### config.mk
export PLATFORM = sky130hd
export DESIGN_NAME = gpcfg_top
export DESIGN_NICKNAME = d
export VERILOG_FILES = /design/src/gpcfg_pkg.sv /design/src/gpcfg_sync.sv /design/src/gpcfg_pad_ctrl.sv /design/src/gpcfg_top.sv
export SDC_FILE = /design/constraint.sdc
export NUM_CORES = 1
export LEC_CHECK = 0
export ABC_AREA = 1
export BUFFER_PORTS_ARGS = -buffer_cell sky130_fd_sc_hd__buf_2
export CORE_ASPECT_RATIO = 1.2
export CORE_MARGIN = 5
export CORE_UTILIZATION = 52
export DETAILED_ROUTE_END_ITERATION = 16
export PLACE_DENSITY = 0.76
export SLEW_MARGIN = 5
export SYNTH_ARGS = -nofsm -noshare
export SYNTH_HDL_FRONTEND = slang
export SYNTH_HIERARCHICAL = 1
export SYNTH_SLANG_ARGS = --single-unit
### constraint.sdc
create_clock -name clk -period 2.1 [get_ports clk]
set_clock_uncertainty 0.05 [all_clocks]
set_input_delay 0.21 -clock clk [delete_from_list [all_inputs] [get_ports clk]]
set_output_delay 0.21 -clock clk [all_outputs]
set_load 0.005 [all_outputs]
### src/gpcfg_pkg.sv
package gpcfg_pkg;

  // ----------------------------------------------------------------
  // geometry
  // ----------------------------------------------------------------
  localparam int GPCFG_GROUPS   = 2;
  localparam int GPCFG_PINS     = 32;
  localparam int GPCFG_ADDR_W   = 8;
  localparam int GPCFG_DATA_W   = 32;
  localparam int GPCFG_SYNC_LEN = 2;

  // ----------------------------------------------------------------
  // address map, one register set per group
  // ----------------------------------------------------------------
  localparam logic [GPCFG_ADDR_W-1:0] GPCFG_GROUP_STRIDE = 8'h80;
  localparam logic [GPCFG_ADDR_W-1:0] GPCFG_GROUP0_BASE  = 8'h00;
  localparam int                      GPCFG_OFF_W        = 7;

  localparam logic [GPCFG_OFF_W-1:0] GPCFG_OFF_DIR        = 7'h00;
  localparam logic [GPCFG_OFF_W-1:0] GPCFG_OFF_DIR_CLR    = 7'h04;
  localparam logic [GPCFG_OFF_W-1:0] GPCFG_OFF_DIR_SET    = 7'h08;
  localparam logic [GPCFG_OFF_W-1:0] GPCFG_OFF_DIR_TGL    = 7'h0C;
  localparam logic [GPCFG_OFF_W-1:0] GPCFG_OFF_LEVEL      = 7'h10;
  localparam logic [GPCFG_OFF_W-1:0] GPCFG_OFF_LEVEL_CLR  = 7'h14;
  localparam logic [GPCFG_OFF_W-1:0] GPCFG_OFF_LEVEL_SET  = 7'h18;
  localparam logic [GPCFG_OFF_W-1:0] GPCFG_OFF_LEVEL_TGL  = 7'h1C;
  localparam logic [GPCFG_OFF_W-1:0] GPCFG_OFF_PIN_VALUE  = 7'h20;
  localparam logic [GPCFG_OFF_W-1:0] GPCFG_OFF_DRIVE_STAT = 7'h24;
  localparam logic [GPCFG_OFF_W-1:0] GPCFG_OFF_PULL_STAT  = 7'h28;
  localparam logic [GPCFG_OFF_W-1:0] GPCFG_OFF_SETUP_BASE = 7'h40;
  localparam logic [GPCFG_OFF_W-1:0] GPCFG_OFF_SETUP_LAST = 7'h5C;

  // ----------------------------------------------------------------
  // pin_setup_reg layout: one byte per pin, four pins per word
  // ----------------------------------------------------------------
  localparam int GPCFG_SETUP_BYTE_W   = 8;
  localparam int GPCFG_PINS_PER_WORD  = 4;
  localparam int GPCFG_BIT_INBUF      = 1;
  localparam int GPCFG_BIT_PULL       = 2;

  localparam logic [GPCFG_DATA_W-1:0] GPCFG_RESET_WORD = 32'h0000_0000;

  // ----------------------------------------------------------------
  // address helpers
  // ----------------------------------------------------------------
  function automatic logic gpcfg_group_of(input logic [GPCFG_ADDR_W-1:0] a);
    gpcfg_group_of = (a >= (GPCFG_GROUP0_BASE + GPCFG_GROUP_STRIDE));
  endfunction

  function automatic logic [GPCFG_OFF_W-1:0] gpcfg_offset_of(input logic [GPCFG_ADDR_W-1:0] a);
    gpcfg_offset_of = a[GPCFG_OFF_W-1:0];
  endfunction

  function automatic logic gpcfg_is_setup(input logic [GPCFG_OFF_W-1:0] o);
    gpcfg_is_setup = (o >= GPCFG_OFF_SETUP_BASE) && (o <= GPCFG_OFF_SETUP_LAST);
  endfunction

  function automatic logic [2:0] gpcfg_setup_word(input logic [GPCFG_OFF_W-1:0] o);
    logic [GPCFG_OFF_W-1:0] rel;
    rel = o - GPCFG_OFF_SETUP_BASE;
    gpcfg_setup_word = rel[4:2];
  endfunction

endpackage

### src/gpcfg_sync.sv
`timescale 1ns/1ps
module gpcfg_sync
  import gpcfg_pkg::*;
(
  input  wire logic                  clk,
  input  wire logic                  rst,
  input  wire logic [GPCFG_PINS-1:0] pin_async,
  output logic      [GPCFG_PINS-1:0] pin_sync
);

  // ----------------------------------------------------------------
  // two-stage synchroniser; first stage feeds only the second
  // ----------------------------------------------------------------
  typedef struct packed {
    logic [GPCFG_PINS-1:0] meta;
    logic [GPCFG_PINS-1:0] stable;
  } gpcfg_sync_t;

  gpcfg_sync_t s_q;
  gpcfg_sync_t s_d;

  always_comb begin
    s_d        = s_q;
    s_d.meta   = pin_async;
    s_d.stable = s_q.meta;
  end

  always_ff @(posedge clk) begin
    if (rst) begin
      s_q <= '0;
    end else begin
      s_q <= s_d;
    end
  end

  assign pin_sync = s_q.stable;

endmodule // gpcfg_sync

### src/gpcfg_pad_ctrl.sv
`timescale 1ns/1ps
module gpcfg_pad_ctrl
  import gpcfg_pkg::*;
(
  input  wire logic                  clk,
  input  wire logic                  rst,
  input  wire logic [GPCFG_PINS-1:0] dir_next,
  input  wire logic [GPCFG_PINS-1:0] level_next,
  input  wire logic [GPCFG_PINS-1:0] inbuf_next,
  input  wire logic [GPCFG_PINS-1:0] pull_next,
  output logic      [GPCFG_PINS-1:0] pad_oe_n,
  output logic      [GPCFG_PINS-1:0] pad_out,
  output logic      [GPCFG_PINS-1:0] pad_pull_en,
  output logic      [GPCFG_PINS-1:0] pad_pull_up,
  output logic      [GPCFG_PINS-1:0] pad_in_en
);

  // ----------------------------------------------------------------
  // pad state, decoded from the next configuration so the pads move
  // on the same edge as the configuration registers
  // ----------------------------------------------------------------
  typedef struct packed {
    logic [GPCFG_PINS-1:0] oe_n;
    logic [GPCFG_PINS-1:0] out;
    logic [GPCFG_PINS-1:0] pull_en;
    logic [GPCFG_PINS-1:0] pull_up;
    logic [GPCFG_PINS-1:0] in_en;
  } gpcfg_pad_t;

  gpcfg_pad_t s_q;
  gpcfg_pad_t s_d;

  always_comb begin
    s_d         = s_q;
    s_d.oe_n    = ~dir_next;
    // level forced low when not driving, keeps the pad quiet
    s_d.out     = dir_next & level_next;
    s_d.pull_en = ~dir_next & pull_next;
    s_d.pull_up = ~dir_next & pull_next & level_next;
    s_d.in_en   = inbuf_next;
  end

  always_ff @(posedge clk) begin
    if (rst) begin
      s_q      <= '0;
      s_q.oe_n <= '1;
    end else begin
      s_q <= s_d;
    end
  end

  assign pad_oe_n    = s_q.oe_n;
  assign pad_out     = s_q.out;
  assign pad_pull_en = s_q.pull_en;
  assign pad_pull_up = s_q.pull_up;
  assign pad_in_en   = s_q.in_en;

endmodule // gpcfg_pad_ctrl

### src/gpcfg_top.sv
`timescale 1ns/1ps
module gpcfg_top
  import gpcfg_pkg::*;
(
  input  wire logic                                    clk,
  input  wire logic                                    rst,
  input  wire logic [GPCFG_ADDR_W-1:0]                 reg_addr,
  input  wire logic [GPCFG_DATA_W-1:0]                 reg_wdata,
  input  wire logic                                    reg_we,
  input  wire logic                                    reg_re,
  output logic      [GPCFG_DATA_W-1:0]                 reg_rdata,
  input  wire logic [GPCFG_GROUPS-1:0][GPCFG_PINS-1:0] pad_in,
  output logic      [GPCFG_GROUPS-1:0][GPCFG_PINS-1:0] pad_oe_n,
  output logic      [GPCFG_GROUPS-1:0][GPCFG_PINS-1:0] pad_out,
  output logic      [GPCFG_GROUPS-1:0][GPCFG_PINS-1:0] pad_pull_en,
  output logic      [GPCFG_GROUPS-1:0][GPCFG_PINS-1:0] pad_pull_up,
  output logic      [GPCFG_GROUPS-1:0][GPCFG_PINS-1:0] pad_in_en
);

  // ----------------------------------------------------------------
  // state
  // ----------------------------------------------------------------
  typedef struct packed {
    logic [GPCFG_GROUPS-1:0][GPCFG_PINS-1:0] pin_output_select;
    logic [GPCFG_GROUPS-1:0][GPCFG_PINS-1:0] drive_level_bit;
    logic [GPCFG_GROUPS-1:0][GPCFG_PINS-1:0] input_buffer_on;
    logic [GPCFG_GROUPS-1:0][GPCFG_PINS-1:0] pull_resistor_on;
    logic [GPCFG_DATA_W-1:0]                 rdata;
  } gpcfg_state_t;

  gpcfg_state_t s_q;
  gpcfg_state_t s_d;

  logic [GPCFG_GROUPS-1:0][GPCFG_PINS-1:0] pin_value;
  logic [GPCFG_GROUPS-1:0][GPCFG_PINS-1:0] drive_now;
  logic [GPCFG_GROUPS-1:0][GPCFG_PINS-1:0] pull_now;

  logic                   acc_group;
  logic [GPCFG_OFF_W-1:0] acc_off;
  logic                   acc_aligned;
  logic [2:0]             acc_word;

  // ----------------------------------------------------------------
  // address decode
  // ----------------------------------------------------------------
  always_comb begin
    acc_group   = gpcfg_group_of(reg_addr);
    acc_off     = gpcfg_offset_of(reg_addr);
    acc_aligned = (reg_addr[1:0] == 2'h0);
    acc_word    = gpcfg_setup_word(acc_off);
  end

  // ----------------------------------------------------------------
  // pin_setup_reg word packing: four pins, one byte each
  // ----------------------------------------------------------------
  function automatic logic [GPCFG_DATA_W-1:0] pack_setup(
    input logic [GPCFG_PINS-1:0] inbuf,
    input logic [GPCFG_PINS-1:0] pull,
    input logic [2:0]            word
  );
    logic [GPCFG_DATA_W-1:0] w;
    logic [4:0]              pin;
    w = '0;
    for (int k = 0; k < GPCFG_PINS_PER_WORD; k++) begin
      pin = {word, k[1:0]};
      w[k*GPCFG_SETUP_BYTE_W + GPCFG_BIT_INBUF] = inbuf[pin];
      w[k*GPCFG_SETUP_BYTE_W + GPCFG_BIT_PULL]  = pull[pin];
    end
    pack_setup = w;
  endfunction

  // ----------------------------------------------------------------
  // register writes and reads
  // ----------------------------------------------------------------
  always_comb begin
    logic [GPCFG_PINS-1:0] dir_w;
    logic [GPCFG_PINS-1:0] lvl_w;
    logic [GPCFG_PINS-1:0] inb_w;
    logic [GPCFG_PINS-1:0] pul_w;
    logic [4:0]            pin;
    dir_w = s_q.pin_output_select[acc_group];
    lvl_w = s_q.drive_level_bit[acc_group];
    inb_w = s_q.input_buffer_on[acc_group];
    pul_w = s_q.pull_resistor_on[acc_group];
    pin   = 5'h00;
    s_d       = s_q;
    s_d.rdata = GPCFG_RESET_WORD;

    if (reg_we && acc_aligned) begin
      unique case (acc_off)
        GPCFG_OFF_DIR:       dir_w = reg_wdata;
        GPCFG_OFF_DIR_CLR:   dir_w = dir_w & ~reg_wdata;
        GPCFG_OFF_DIR_SET:   dir_w = dir_w | reg_wdata;
        GPCFG_OFF_DIR_TGL:   dir_w = dir_w ^ reg_wdata;
        GPCFG_OFF_LEVEL:     lvl_w = reg_wdata;
        GPCFG_OFF_LEVEL_CLR: lvl_w = lvl_w & ~reg_wdata;
        GPCFG_OFF_LEVEL_SET: lvl_w = lvl_w | reg_wdata;
        GPCFG_OFF_LEVEL_TGL: lvl_w = lvl_w ^ reg_wdata;
        default: begin
          // pull lives here only, so direction writes never touch it
          if (gpcfg_is_setup(acc_off)) begin
            for (int k = 0; k < GPCFG_PINS_PER_WORD; k++) begin
              pin        = {acc_word, k[1:0]};
              inb_w[pin] = reg_wdata[k*GPCFG_SETUP_BYTE_W + GPCFG_BIT_INBUF];
              pul_w[pin] = reg_wdata[k*GPCFG_SETUP_BYTE_W + GPCFG_BIT_PULL];
            end
          end
        end
      endcase
      s_d.pin_output_select[acc_group] = dir_w;
      s_d.drive_level_bit[acc_group]   = lvl_w;
      s_d.input_buffer_on[acc_group]   = inb_w;
      s_d.pull_resistor_on[acc_group]  = pul_w;
    end

    if (reg_re && acc_aligned) begin
      unique case (acc_off)
        GPCFG_OFF_DIR,
        GPCFG_OFF_DIR_CLR,
        GPCFG_OFF_DIR_SET,
        GPCFG_OFF_DIR_TGL:    s_d.rdata = s_q.pin_output_select[acc_group];
        GPCFG_OFF_LEVEL,
        GPCFG_OFF_LEVEL_CLR,
        GPCFG_OFF_LEVEL_SET,
        GPCFG_OFF_LEVEL_TGL:  s_d.rdata = s_q.drive_level_bit[acc_group];
        GPCFG_OFF_PIN_VALUE:  s_d.rdata = pin_value[acc_group];
        GPCFG_OFF_DRIVE_STAT: s_d.rdata = drive_now[acc_group];
        GPCFG_OFF_PULL_STAT:  s_d.rdata = pull_now[acc_group];
        default: begin
          if (gpcfg_is_setup(acc_off)) begin
            s_d.rdata = pack_setup(s_q.input_buffer_on[acc_group],
                                   s_q.pull_resistor_on[acc_group], acc_word);
          end
        end
      endcase
    end
  end

  // ----------------------------------------------------------------
  // state register
  // ----------------------------------------------------------------
  always_ff @(posedge clk) begin
    if (rst) begin
      s_q <= '0;
    end else begin
      s_q <= s_d;
    end
  end

  assign reg_rdata = s_q.rdata;

  // ----------------------------------------------------------------
  // per-group pad control and input sampling
  // ----------------------------------------------------------------
  for (genvar g = 0; g < GPCFG_GROUPS; g++) begin : g_group
    logic [GPCFG_PINS-1:0] in_sync;

    gpcfg_pad_ctrl u_pad (
      .clk         (clk),
      .rst         (rst),
      .dir_next    (s_d.pin_output_select[g]),
      .level_next  (s_d.drive_level_bit[g]),
      .inbuf_next  (s_d.input_buffer_on[g]),
      .pull_next   (s_d.pull_resistor_on[g]),
      .pad_oe_n    (pad_oe_n[g]),
      .pad_out     (pad_out[g]),
      .pad_pull_en (pad_pull_en[g]),
      .pad_pull_up (pad_pull_up[g]),
      .pad_in_en   (pad_in_en[g])
    );

    gpcfg_sync u_sync (
      .clk       (clk),
      .rst       (rst),
      .pin_async (pad_in[g]),
      .pin_sync  (in_sync)
    );

    // buffer off reads as zero, whatever the pin does
    assign pin_value[g] = in_sync & s_q.input_buffer_on[g];
    assign drive_now[g] = ~pad_oe_n[g];
    assign pull_now[g]  = pad_pull_en[g];
  end

endmodule // gpcfg_top

==> results.txt, run 1 <==
The flow ran to the end, and the final reports show no timing, DRC or antenna violations. The required time of the critical path is 2.59 ns. The share of the cycle needed by the critical path after routing is 87.6%. The number of sinks on the clock net is 736. The die extent in x came out at roughly 240 um. The largest net degree at the start of global routing came out at 159. In this run the number of H-tree levels came out at 3. The reported max-cap violation count is 0.

Setup repair after global routing left no endpoint under its margin. The count of input and output buffers is approximately 460. The number of global-route vias before repair came to approximately 31000. Walking the worst path, the cells encountered are dlygate4sd3_1, buf_2, clkinv_1, buf_4, o21ai_0, nand2_1, nand3_1, o21ai_0, inv_1, nand3_1, nor2_1. The number of antenna violations at the first check in global routing is 11. The worst setup path is captured at a flop. The net count after synthesis came out at ~5000. The global routing usage summed across all routing layers is 33.2%. The core area came out at between 60000 and 70000 um^2. The number of pins with negative max-slew slack in the final report came out at 0. The clock tree from TritonCTS is yes. For this design the total switching power over the nets is 7.69 mW. The internal power of the cells totals between 20 and 25 mW. The path with the worst hold slack has its endpoint at s_q[267]. In this run the clock root is driven by a sky130_fd_sc_hd__clkbuf_16. Once placement completed, the tool counted placed cells totaling 6026. After filler insertion, the fill cell instance count of the layout stands at ~5500.

No sink is reached through more buffers than the 3 on the longest clock path. After clock tree synthesis, the setup repair step added 0 buffers. The first global-routing pass estimated 176000 um of wire. The wire length after detailed routing is between 100000 and 150000 um. In this run, the clock network consumes between 40% and 50% of the power. Routability-driven placement finished with a final weighted congestion of 0.971. The warning count from the yosys run came out at 6. The global routing met1 resource utilization came out at 37.9%. By startpoint and endpoint, the worst setup path is classified as input pin to flop.

The first-pass detailed-route iteration total came out at 6. The die covers 67800 um^2. The sequential power share is between 40% and 50%. The worst setup path is launched from an input pin. Net switching is 24.6% of the power. Power comes to between 30 and 40 mW. The number of endpoints failing setup at the final stage is 0. Counting cells, the worst reg-to-reg path comes to 12.

The number of hold violations in the final report came to 0. The share of the core filled with cells is between 60 and 70%. The post-detailed-placement half-perimeter wirelength is 84600 um.

The worst-case headroom to the max-slew limit is between 40% and 50%. The instance count of the mapped netlist came out at around 4800. Derived from the worst setup path, the maximum achievable clock frequency is roughly 540 MHz.

The number of vias in the routed layout is approximately 33000. In the global route stage, met2 resource usage came out at 54.8%. Once layout is complete, the cells apart from fillers number about 6200. The startpoint of the worst hold path is reg_wdata[11]. The later-pin clock latency in the skew report came out at ~0.63 ns.

For this design the ratio of total power to cell area is just under 800 nW/um^2. Gates resized during post-CTS repair numbered 0. The combinational fraction of design power is approximately 9%. The start of the worst register-to-register path is s_q[254]. The stage delay of the slowest cell on the critical path is 0.57 ns.

Dividing the synthesized area by the synthesized cell count gives 6.81 um^2. The wire length per cell is roughly 19 um. The leakage component of the power came out at approximately 20 nW. The transition time at the pin with the least slew margin came out at 0.756 ns.

The number of nets with antenna violations after detailed routing came out at 0. The terminus of the critical flop-to-flop path is g_group[1].u_pad/pad_pull_up[30]. The maximum fanout along the worst path came out at 7.

The clock-pin slew reported for the worst setup and hold paths after clock tree synthesis is 0.06 ns. Setup total negative slack on the finished layout was measured at 0 ns. The DRC violations left is 0. The sequential share of the synthesized area came out at ~45%. The number of I/O pins is between 400 and 500.

In this run the most used layer during global routing was met2. The cell area that synthesis handed to floorplanning was about 33000 um^2. The number of nets at the end of the flow is 5529.

The number of buffers added by the clock tree synthesis step is between 70 and 80. The total congestion overflow after global routing is 0. The cell depth of the worst min-delay path came out at 7.

The setup check on the worst reg-to-reg path leaves a slack of approximately 0.27 ns. In this run, distinct cell masters in the synthesized netlist total 28. The standard-cell row count came out at 100. Measured along the y axis, the die boundary spans 284 um. The initial standard-cell utilization of the core is approximately 53%. The count of routing violations after the opening detailed-route iteration came out at approximately 2800. The synthesized flop and latch total came out at between 700 and 800. The slowest stage of the critical path belongs to the cell sky130_fd_sc_hd__dlygate4sd3_1. The share of layout cells above drive strength 1 is between 10% and 20%. The post-synthesis to final-layout area growth came out at 23.1%. The fraction of met3 tracks used by global routing is about 6.6%.

The worst hold path belongs to the class input pin to flop. The detail-routed via count per cell is 5.21. For the worst setup path, the data arrival time is between 2 and 2.5 ns.

The hold buffer count at cts came out at between 70 and 80. The clock period minus final worst setup slack is roughly 1.8 ns. The worst-case vdd ir drop came out at around 0.56 mV.
==> sequential cells by signal (all words and copies together), names as in the netlist <==
name / flops
s_q: 256
g_group.u_sync/pin_sync: 64
reg_rdata: 32
g_group.u_pad/pad_out: 64
g_group.u_pad/pad_pull_en: 64
g_group.u_sync/s_d: 64
g_group.u_pad/pad_oe_n: 64
g_group.u_pad/pad_in_en: 64
g_group.u_pad/pad_pull_up: 64
==> critical path: cells and delay by family <==
| family | cells | cell delay, ns |
|---|---|---|
| simple gates | 4 | 0.38 |
| buf+inv | 5 | 1.43 |
| compound gates | 2 | 0.31 |
==> through the flow <==
| stage | instance area (um^2) | worst slack, ns | hold WS, ns |
|---|---|---|---|
| floorplan | 32600 | 0.0754 | 0.267 |
| global placement | 36800 | -0.0394 | 0.342 |
| detailed placement | 36800 | -0.0589 | 0.346 |
| CTS | 40100 | 0.290 | 0.00236 |
| global route | 40100 | 0.0737 | 0.0535 |
| finish | 40100 | 0.260 | 0.0319 |
==> cells in the mapped netlist (all sizes together) <==
| cell type | count | area share, % |
|---|---|---|
| o22ai | 7 | 0.13 |
| clkbuf | 120 | 1.4 |
| and2 | 69 | 1.3 |
| nand4 | 18 | 0.35 |
| o21a | 3 | 0.069 |
| o211ai | 7 | 0.16 |
| a21o | 10 | 0.23 |
| a21oi | 5 | 0.088 |
| clkinv | 8 | 0.092 |
| nand3b | 21 | 0.48 |
| nand2 | 1301 | 15 |
| or2 | 81 | 1.6 |
| ha | 64 | 2.5 |
| nand3 | 379 | 5.8 |
| dfxtp | 736 | 45 |
| buf | 151 | 3.3 |
| o21ai | 359 | 5.5 |
| nor2 | 787 | 9.2 |
| inv | 662 | 7.6 |
==> final cells by class <==
cell class              count  area [um^2]  share of cell area (%)
repair buffers            764         5410                    13.5
multi-input cells        3111        13900                    34.6
diodes                     14         35.0                  0.0873
inverters                 670         2520                    6.28
clock buffers              95         2060                    5.14
flip-flops and latches    736        14700                    36.7
clock inverters            37          485                    1.21
well taps                 816         1020                    2.54
==> cell families after synthesis <==
group                    count (synthesis)  share of synthesized area (%)
adder cells (fa/ha/maj)                 64                           2.46
AO/OA/AOI/OAI                          391                           6.20
AND/OR/NAND/NOR                       2656                           33.7
buffers and inverters                  941                           12.4
flip-flops                             736                           45.2
==> placed cells by master, fill, tap and decap left out, types with 10 or more instances in the layout <==
| cell | instances |
|---|---|
| sky130_fd_sc_hd__nand3_1 | 376 |
| sky130_fd_sc_hd__nand3b_1 | 21 |
| sky130_fd_sc_hd__buf_2 | 457 |
| sky130_fd_sc_hd__dfxtp_1 | 736 |
| sky130_fd_sc_hd__diode_2 | 14 |
| sky130_fd_sc_hd__inv_1 | 649 |
| sky130_fd_sc_hd__or2_2 | 81 |
| sky130_fd_sc_hd__clkinv_2 | 11 |
| sky130_fd_sc_hd__dlygate4sd3_1 | 71 |
| sky130_fd_sc_hd__ha_1 | 64 |
| sky130_fd_sc_hd__nor2_4 | 10 |
| sky130_fd_sc_hd__inv_2 | 11 |
| sky130_fd_sc_hd__nand4_1 | 18 |
| sky130_fd_sc_hd__o21ai_1 | 150 |
| sky130_fd_sc_hd__clkinvlp_4 | 10 |
| sky130_fd_sc_hd__buf_4 | 184 |
| sky130_fd_sc_hd__and2_1 | 69 |
| sky130_fd_sc_hd__buf_12 | 50 |
| sky130_fd_sc_hd__bufinv_16 | 10 |
| sky130_fd_sc_hd__o21ai_0 | 209 |
| sky130_fd_sc_hd__clkbuf_16 | 75 |
| sky130_fd_sc_hd__nor2_1 | 772 |
| sky130_fd_sc_hd__a21o_1 | 10 |
| sky130_fd_sc_hd__clkbuf_8 | 11 |
| sky130_fd_sc_hd__nand2_1 | 1300 |
==> layer usage <==
metal	up-vias	wire length, um
met5	-	0
met2	1584	54000
met1	14800	42700
met4	0	10000
li1	15700	-
met3	444	9810
==> power by group through the flow <==
stage | registers [mW] | logic (mW) | clock network [mW]
2_1_floorplan | 14.7 | 1.55 | 0
3_3_place_gp | 14.8 | 2.56 | 0
6_report | 14.5 | 2.76 | 14.0
5_1_grt | 14.5 | 3.03 | 14.7
3_5_place_dp | 14.8 | 2.59 | 0
4_1_cts | 14.5 | 2.72 | 14.1
==> worst max path at each step <==
stage,endpoint,depth (start not counted),slack [ns],start
final,g_group[1].u_pad/pad_pull_up[16],11,0.26,reg_wdata[2]
after global routing,g_group[1].u_pad/pad_pull_up[2],13,0.07,reg_wdata[2]
after floorplan,g_group[0].u_pad/pad_pull_up[15],16,0.08,reg_addr[7]
after CTS,g_group[0].u_pad/pad_pull_up[2],13,0.29,reg_wdata[2]
after detailed placement,reg_rdata[25],10,-0.06,reg_addr[7]
after global placement,reg_rdata[25],10,-0.04,reg_addr[7]
No activity file was read; power rests on OpenSTA's default activity.
==> run 2: changes to the inputs <==
--- a/config.mk
+++ b/config.mk
@@ -5,13 +5,14 @@
 export SDC_FILE = /design/constraint.sdc
 export NUM_CORES = 1
 export LEC_CHECK = 0
-export ABC_AREA = 1
 export BUFFER_PORTS_ARGS = -buffer_cell sky130_fd_sc_hd__buf_2
 export CORE_ASPECT_RATIO = 1.2
 export CORE_MARGIN = 5
 export CORE_UTILIZATION = 52
 export DETAILED_ROUTE_END_ITERATION = 16
-export PLACE_DENSITY = 0.76
+export HOLD_SLACK_MARGIN = 0.02
+export PLACE_DENSITY = 0.77
+export SETUP_SLACK_MARGIN = 0.1
 export SLEW_MARGIN = 5
 export SYNTH_ARGS = -nofsm -noshare
 export SYNTH_HDL_FRONTEND = slang
==> run 2 against run 1 <==
Against the previous run: design area up 2.3%; combinational power up 3%; clock power down 3%; fmax down 12%; sequential power about the same; critical path depth down 2; utilization up 4.3 points; non-clock buffer count up 171; via count down 16%; final cell count down 25%; power down 1.3%; setup slack worse by 0.25 ns; critical path type is now flop to flop.
==> results.txt, run 2 <==
The global routing usage summed across all routing layers was 32.5% (-0.64 points). The clock period minus final worst setup slack is 2.09 ns (+0.255 ns). The share of layout cells above drive strength 1 is 40.4% (+23 points). The adder and majority gate portion of the synthesized area came out at 2.57% (+0.11 points). The xor and xnor fraction of the mapped netlist area came out at 0% (unchanged). The number of global-route vias before repair came out at 26600 (-15%). The post-synthesis to final-layout area growth is 31.6%. Leaving out fill and tap cells, the most frequent cell in the layout is sky130_fd_sc_hd__dfxtp_1. The wire length of the first global-routing pass came out at 163000 um (-7.3%). The worst hold margin came out at 0.0493 ns (+0.0174 ns). The synthesized flop and latch total came out at 736 (unchanged). The total number of H-tree levels is 3 (unchanged). The number of I/O pins is 460 (unchanged). The critical path data arrival time is 2.62 ns (+0.29 ns). The net count after synthesis came out at 3259 (-34%). The standard-cell row count came to 98 (-2.0%). The flip-flop count of the largest register after layout was 256 (unchanged). The transition time at the pin with the least slew margin came to 0.851 ns (+0.0952 ns).

The first-pass detailed-route iteration total was 9 (+3). The number of buffers added by the clock tree synthesis step was 72 (-2.7%). The share of the cycle needed by the critical path after routing came out at 99.8% (+12 points). The register bank with the most flops is s_q. The total congestion overflow after global routing is 0 (unchanged). The tree is rooted in a sky130_fd_sc_hd__clkbuf_16. The kind of critical path is flop to flop. The DRC violations left is 0 (unchanged). The leakage component of the power came out at 18.0 nW (-11%). The flow ran to the end, and the final reports show no timing, DRC or antenna violations. By area, the combinational part of the netlist is dominated by simple AND/OR/NAND/NOR gates. Sorting the synthesized cells by area gives the leading types as sky130_fd_sc_hd__dfxtp_1 (47%), sky130_fd_sc_hd__mux2_2 (7.7%), sky130_fd_sc_hd__nor2_1 (4.6%). The reported max-cap violation count is 0 (unchanged). The post-detailed-placement half-perimeter wirelength was 78500 um (-7.2%). The count of input and output buffers came out at 459 (unchanged). The number of endpoints failing setup at the final stage came out at 0 (unchanged). The number of vias in the routed layout is 27400 (-16%). The combinational fraction of design power was 9.2% (+0.3 points).

The sequential power share was 46.5% (+0.2 points). The worst-case headroom to the max-slew limit came out at 42.7% (-6.9 points). The cell-internal power was 23.3 mW (-0.98%). The number of hold violations in the final report is 0 (unchanged). The later-pin clock latency in the skew report came out at 0.64 ns (about the same). The simple-gate share of the synthesized area came out at 24.0% (-9.7 points).

The critical path capture point type is a flop. The die height was 278 um (-2.1%). The final standard cell count with taps included and fillers excluded came out at 4694 (-25%).

The initial standard-cell utilization of the core came to 52.4% (-0.16 points). The number of nets with antenna violations after detailed routing was 0 (unchanged). Walking the worst path, the cells encountered are mux2_4, ha_1, nand2_1, o21ai_1, o221ai_2, nor2_1, nor2_2, buf_4, and3b_1. The share of the core filled with cells is 68.9% (+4.3 points). The wire length per cell is 23.8 um (+28%). The warning count from the yosys run is 6 (unchanged). TritonCTS built the clock tree. The average cell area after synthesis is 10.1 um^2 (+48%). The power dissipated by switching net loads came to 7.53 mW (-2.1%).

The required time of the critical path came out at 2.62 ns (+0.03 ns). The cell depth of the worst min-delay path is 4 (-3). The fmax came out at 477 MHz (-12%). The die extent in x came out at 234 um (-2.1%).

The critical path startpoint category is a flop. The maximum fanout along the worst path is 3 (-4). The number of enable-type register cells in the synthesized netlist was 0 (unchanged). The worst-case vdd ir drop is 0.747 mV (+34%). The synthesized area is 31200 um^2 (-4.3%).

The number of nets at the end of the flow is 4002 (-28%). The switching part of the total is 24.4% (-0.20 points). The global placement routability congestion came out at 0.928 (-4.4%). The instance count of the mapped netlist came out at 3087 (-36%).

The maximum root-to-sink buffer count is 3 (unchanged). The largest individual stage delay along the critical path comes from the cell sky130_fd_sc_hd__dfxtp_2. The area share of the leading cell type in the synthesized netlist was 47.2% (+2.0 points).

The detail-routed via count per cell is 5.84 (+12%). The number of antenna violations at the first check in global routing is 10 (-1). Leaving out fill and tap cells, the most frequent cells in the layout are sky130_fd_sc_hd__dfxtp_1 (730), sky130_fd_sc_hd__buf_2 (455), sky130_fd_sc_hd__buf_4 (358). The core area came out at 59600 um^2 (-4.0%).

The count of routing violations after the opening detailed-route iteration came to 3112 (+11%). The area of the die came to 65000 um^2 (-4.1%). The multiplexer fraction of the synthesized cell area is 12.2% (+12 points).

The synthesized-area fraction occupied by ao, oa, aoi and oai cells is 8.98% (+2.8 points). The largest net degree at the start of global routing came to 123 (-23%). The fill cell total of the finished layout is 4449 (-20%). The stage delay of the slowest cell on the critical path is 0.32 ns (-0.25 ns). The fraction of synthesis flops using an asynchronous set or reset pin is 0% (unchanged).

The total power divided by cell area is 750 nW/um^2 (-3.5%). The most used flip-flop cell after synthesis is sky130_fd_sc_hd__dfxtp_1. The share of power burned in the clock network is 44.3% (-0.5 points). Of all cell types, the one taking the most synthesized area is sky130_fd_sc_hd__dfxtp_1.

The wire length after detailed routing is 112000 um (-4.0%). The number of pins with negative max-slew slack in the final report came out at 0 (unchanged). The sequential share of the synthesized area is 47.2% (+2.0 points). The cell count of the worst reg-to-reg path was 9 (-3). The worst min-delay path class is input pin to flop. The library cell with the highest instance count after synthesis is sky130_fd_sc_hd__dfxtp_1.

The number of sinks on the clock net is 736 (unchanged). The clock-pin slew reported for the worst setup and hold paths after clock tree synthesis is 0.07 ns (about the same). The count of cell types in the netlist came out at 60 (+110%). Setup repair after global routing could not meet its margin everywhere. The commonest cells after synthesis are sky130_fd_sc_hd__dfxtp_1 (736), sky130_fd_sc_hd__nor2_1 (380), sky130_fd_sc_hd__mux2_2 (212), sky130_fd_sc_hd__nor2b_1 (203), sky130_fd_sc_hd__o21ai_0 (138).

The count of placed standard cells including taps came to 4478 (-26%).
==> run 2: cell count changes in the layout (fill, tap and decap cells not counted), sizes merged, moves of 80 or more <==
cell and change:
nand2 -1209, or2 -80, nor2 -396, mux2 +225, o21ai -210, nand3 -348
inv -607, nor2b +323, nor3 +127, buf +177
==> run 2: cells by family after synthesis <==
kind of cell,Yosys count
AO/OA/AOI/OAI,403
flip-flops,736
multiplexers,316
buffers and inverters,318
adder cells (fa/ha/maj),64
AND/OR/NAND/NOR,1250
==> run 2: timing repair <==
item | 4_1_cts | 5_1_grt
endpoints found under the hold margin | 85 | 0
hold buffers | 65 | 0
setup endpoints to repair | 11 | 126
pin swaps | 0 | 92
setup buffers | 0 | 13
resized for setup | 10 | 129
==> run 2: through the flow <==
step                power, mW  TNS [ns]  cell area [um^2]  worst slack [ns]
finish                   30.8         0             41100           0.00507
global route             31.7         0             41100           0.00880
global placement         17.1    -68.72             37300            -0.432
CTS                      30.7         0             40400            0.0961
floorplan                16.1         0             31700            0.0874
detailed placement       17.2    -82.03             37300            -0.461
==> run 2: final cells by class <==
class	instances	area, um^2	share of cell area, %
sequential	736	14700	35.9
antenna	7	17.5	0.0426
multi-input combinational	2033	15900	38.7
clock buffer	88	1980	4.83
tap	800	1000	2.44
clock inverter	43	500	1.22
timing repair buffer	935	6740	16.4
inverter	52	195	0.475
==> run 2: power by group through the flow <==
stage	sequential, mW	combinational [mW]	clock (mW)
CTS	14.3	2.67	13.8
floorplan	14.6	1.49	0
detailed placement	14.6	2.55	0
finish	14.3	2.83	13.6
global placement	14.6	2.50	0
global route	14.3	3.02	14.4
==> run 2: final timing paths <==
path	from	endpoint	slack, ns
worst max-delay path	s_q[252]	g_group[0].u_pad/pad_out[28]	0.005
worst min-delay path	reg_re	reg_rdata[0]	0.05
worst max register to register	s_q[252]	g_group[0].u_pad/pad_out[28]	0.005
worst min register to register	g_group[1].u_sync/s_d[6]	g_group[1].u_sync/pin_sync[6]	0.38
==> run 2: metal layers <==
metal / vias up / track usage (%) / part of all wire [%]
li1: 12300 / - / -
met1: 13200 / 41.4 / 39
met2: 1504 / 51.9 / 46
met3: 392 / 7.68 / 9.8
met4: 6 / 16.2 / 5.5
met5: - / 0 / 0.035
==> run 2: worst max-delay path: cells and delay by family (launching register included) <==
| kind | cells | cell delay [ns] |
|---|---|---|
| simple gates | 4 | 0.56 |
| compound gates | 2 | 0.40 |
| flops | 1 | 0.32 |
| mux | 1 | 0.27 |
| fa+ha+maj | 1 | 0.27 |
| buf+inv | 1 | 0.16 |
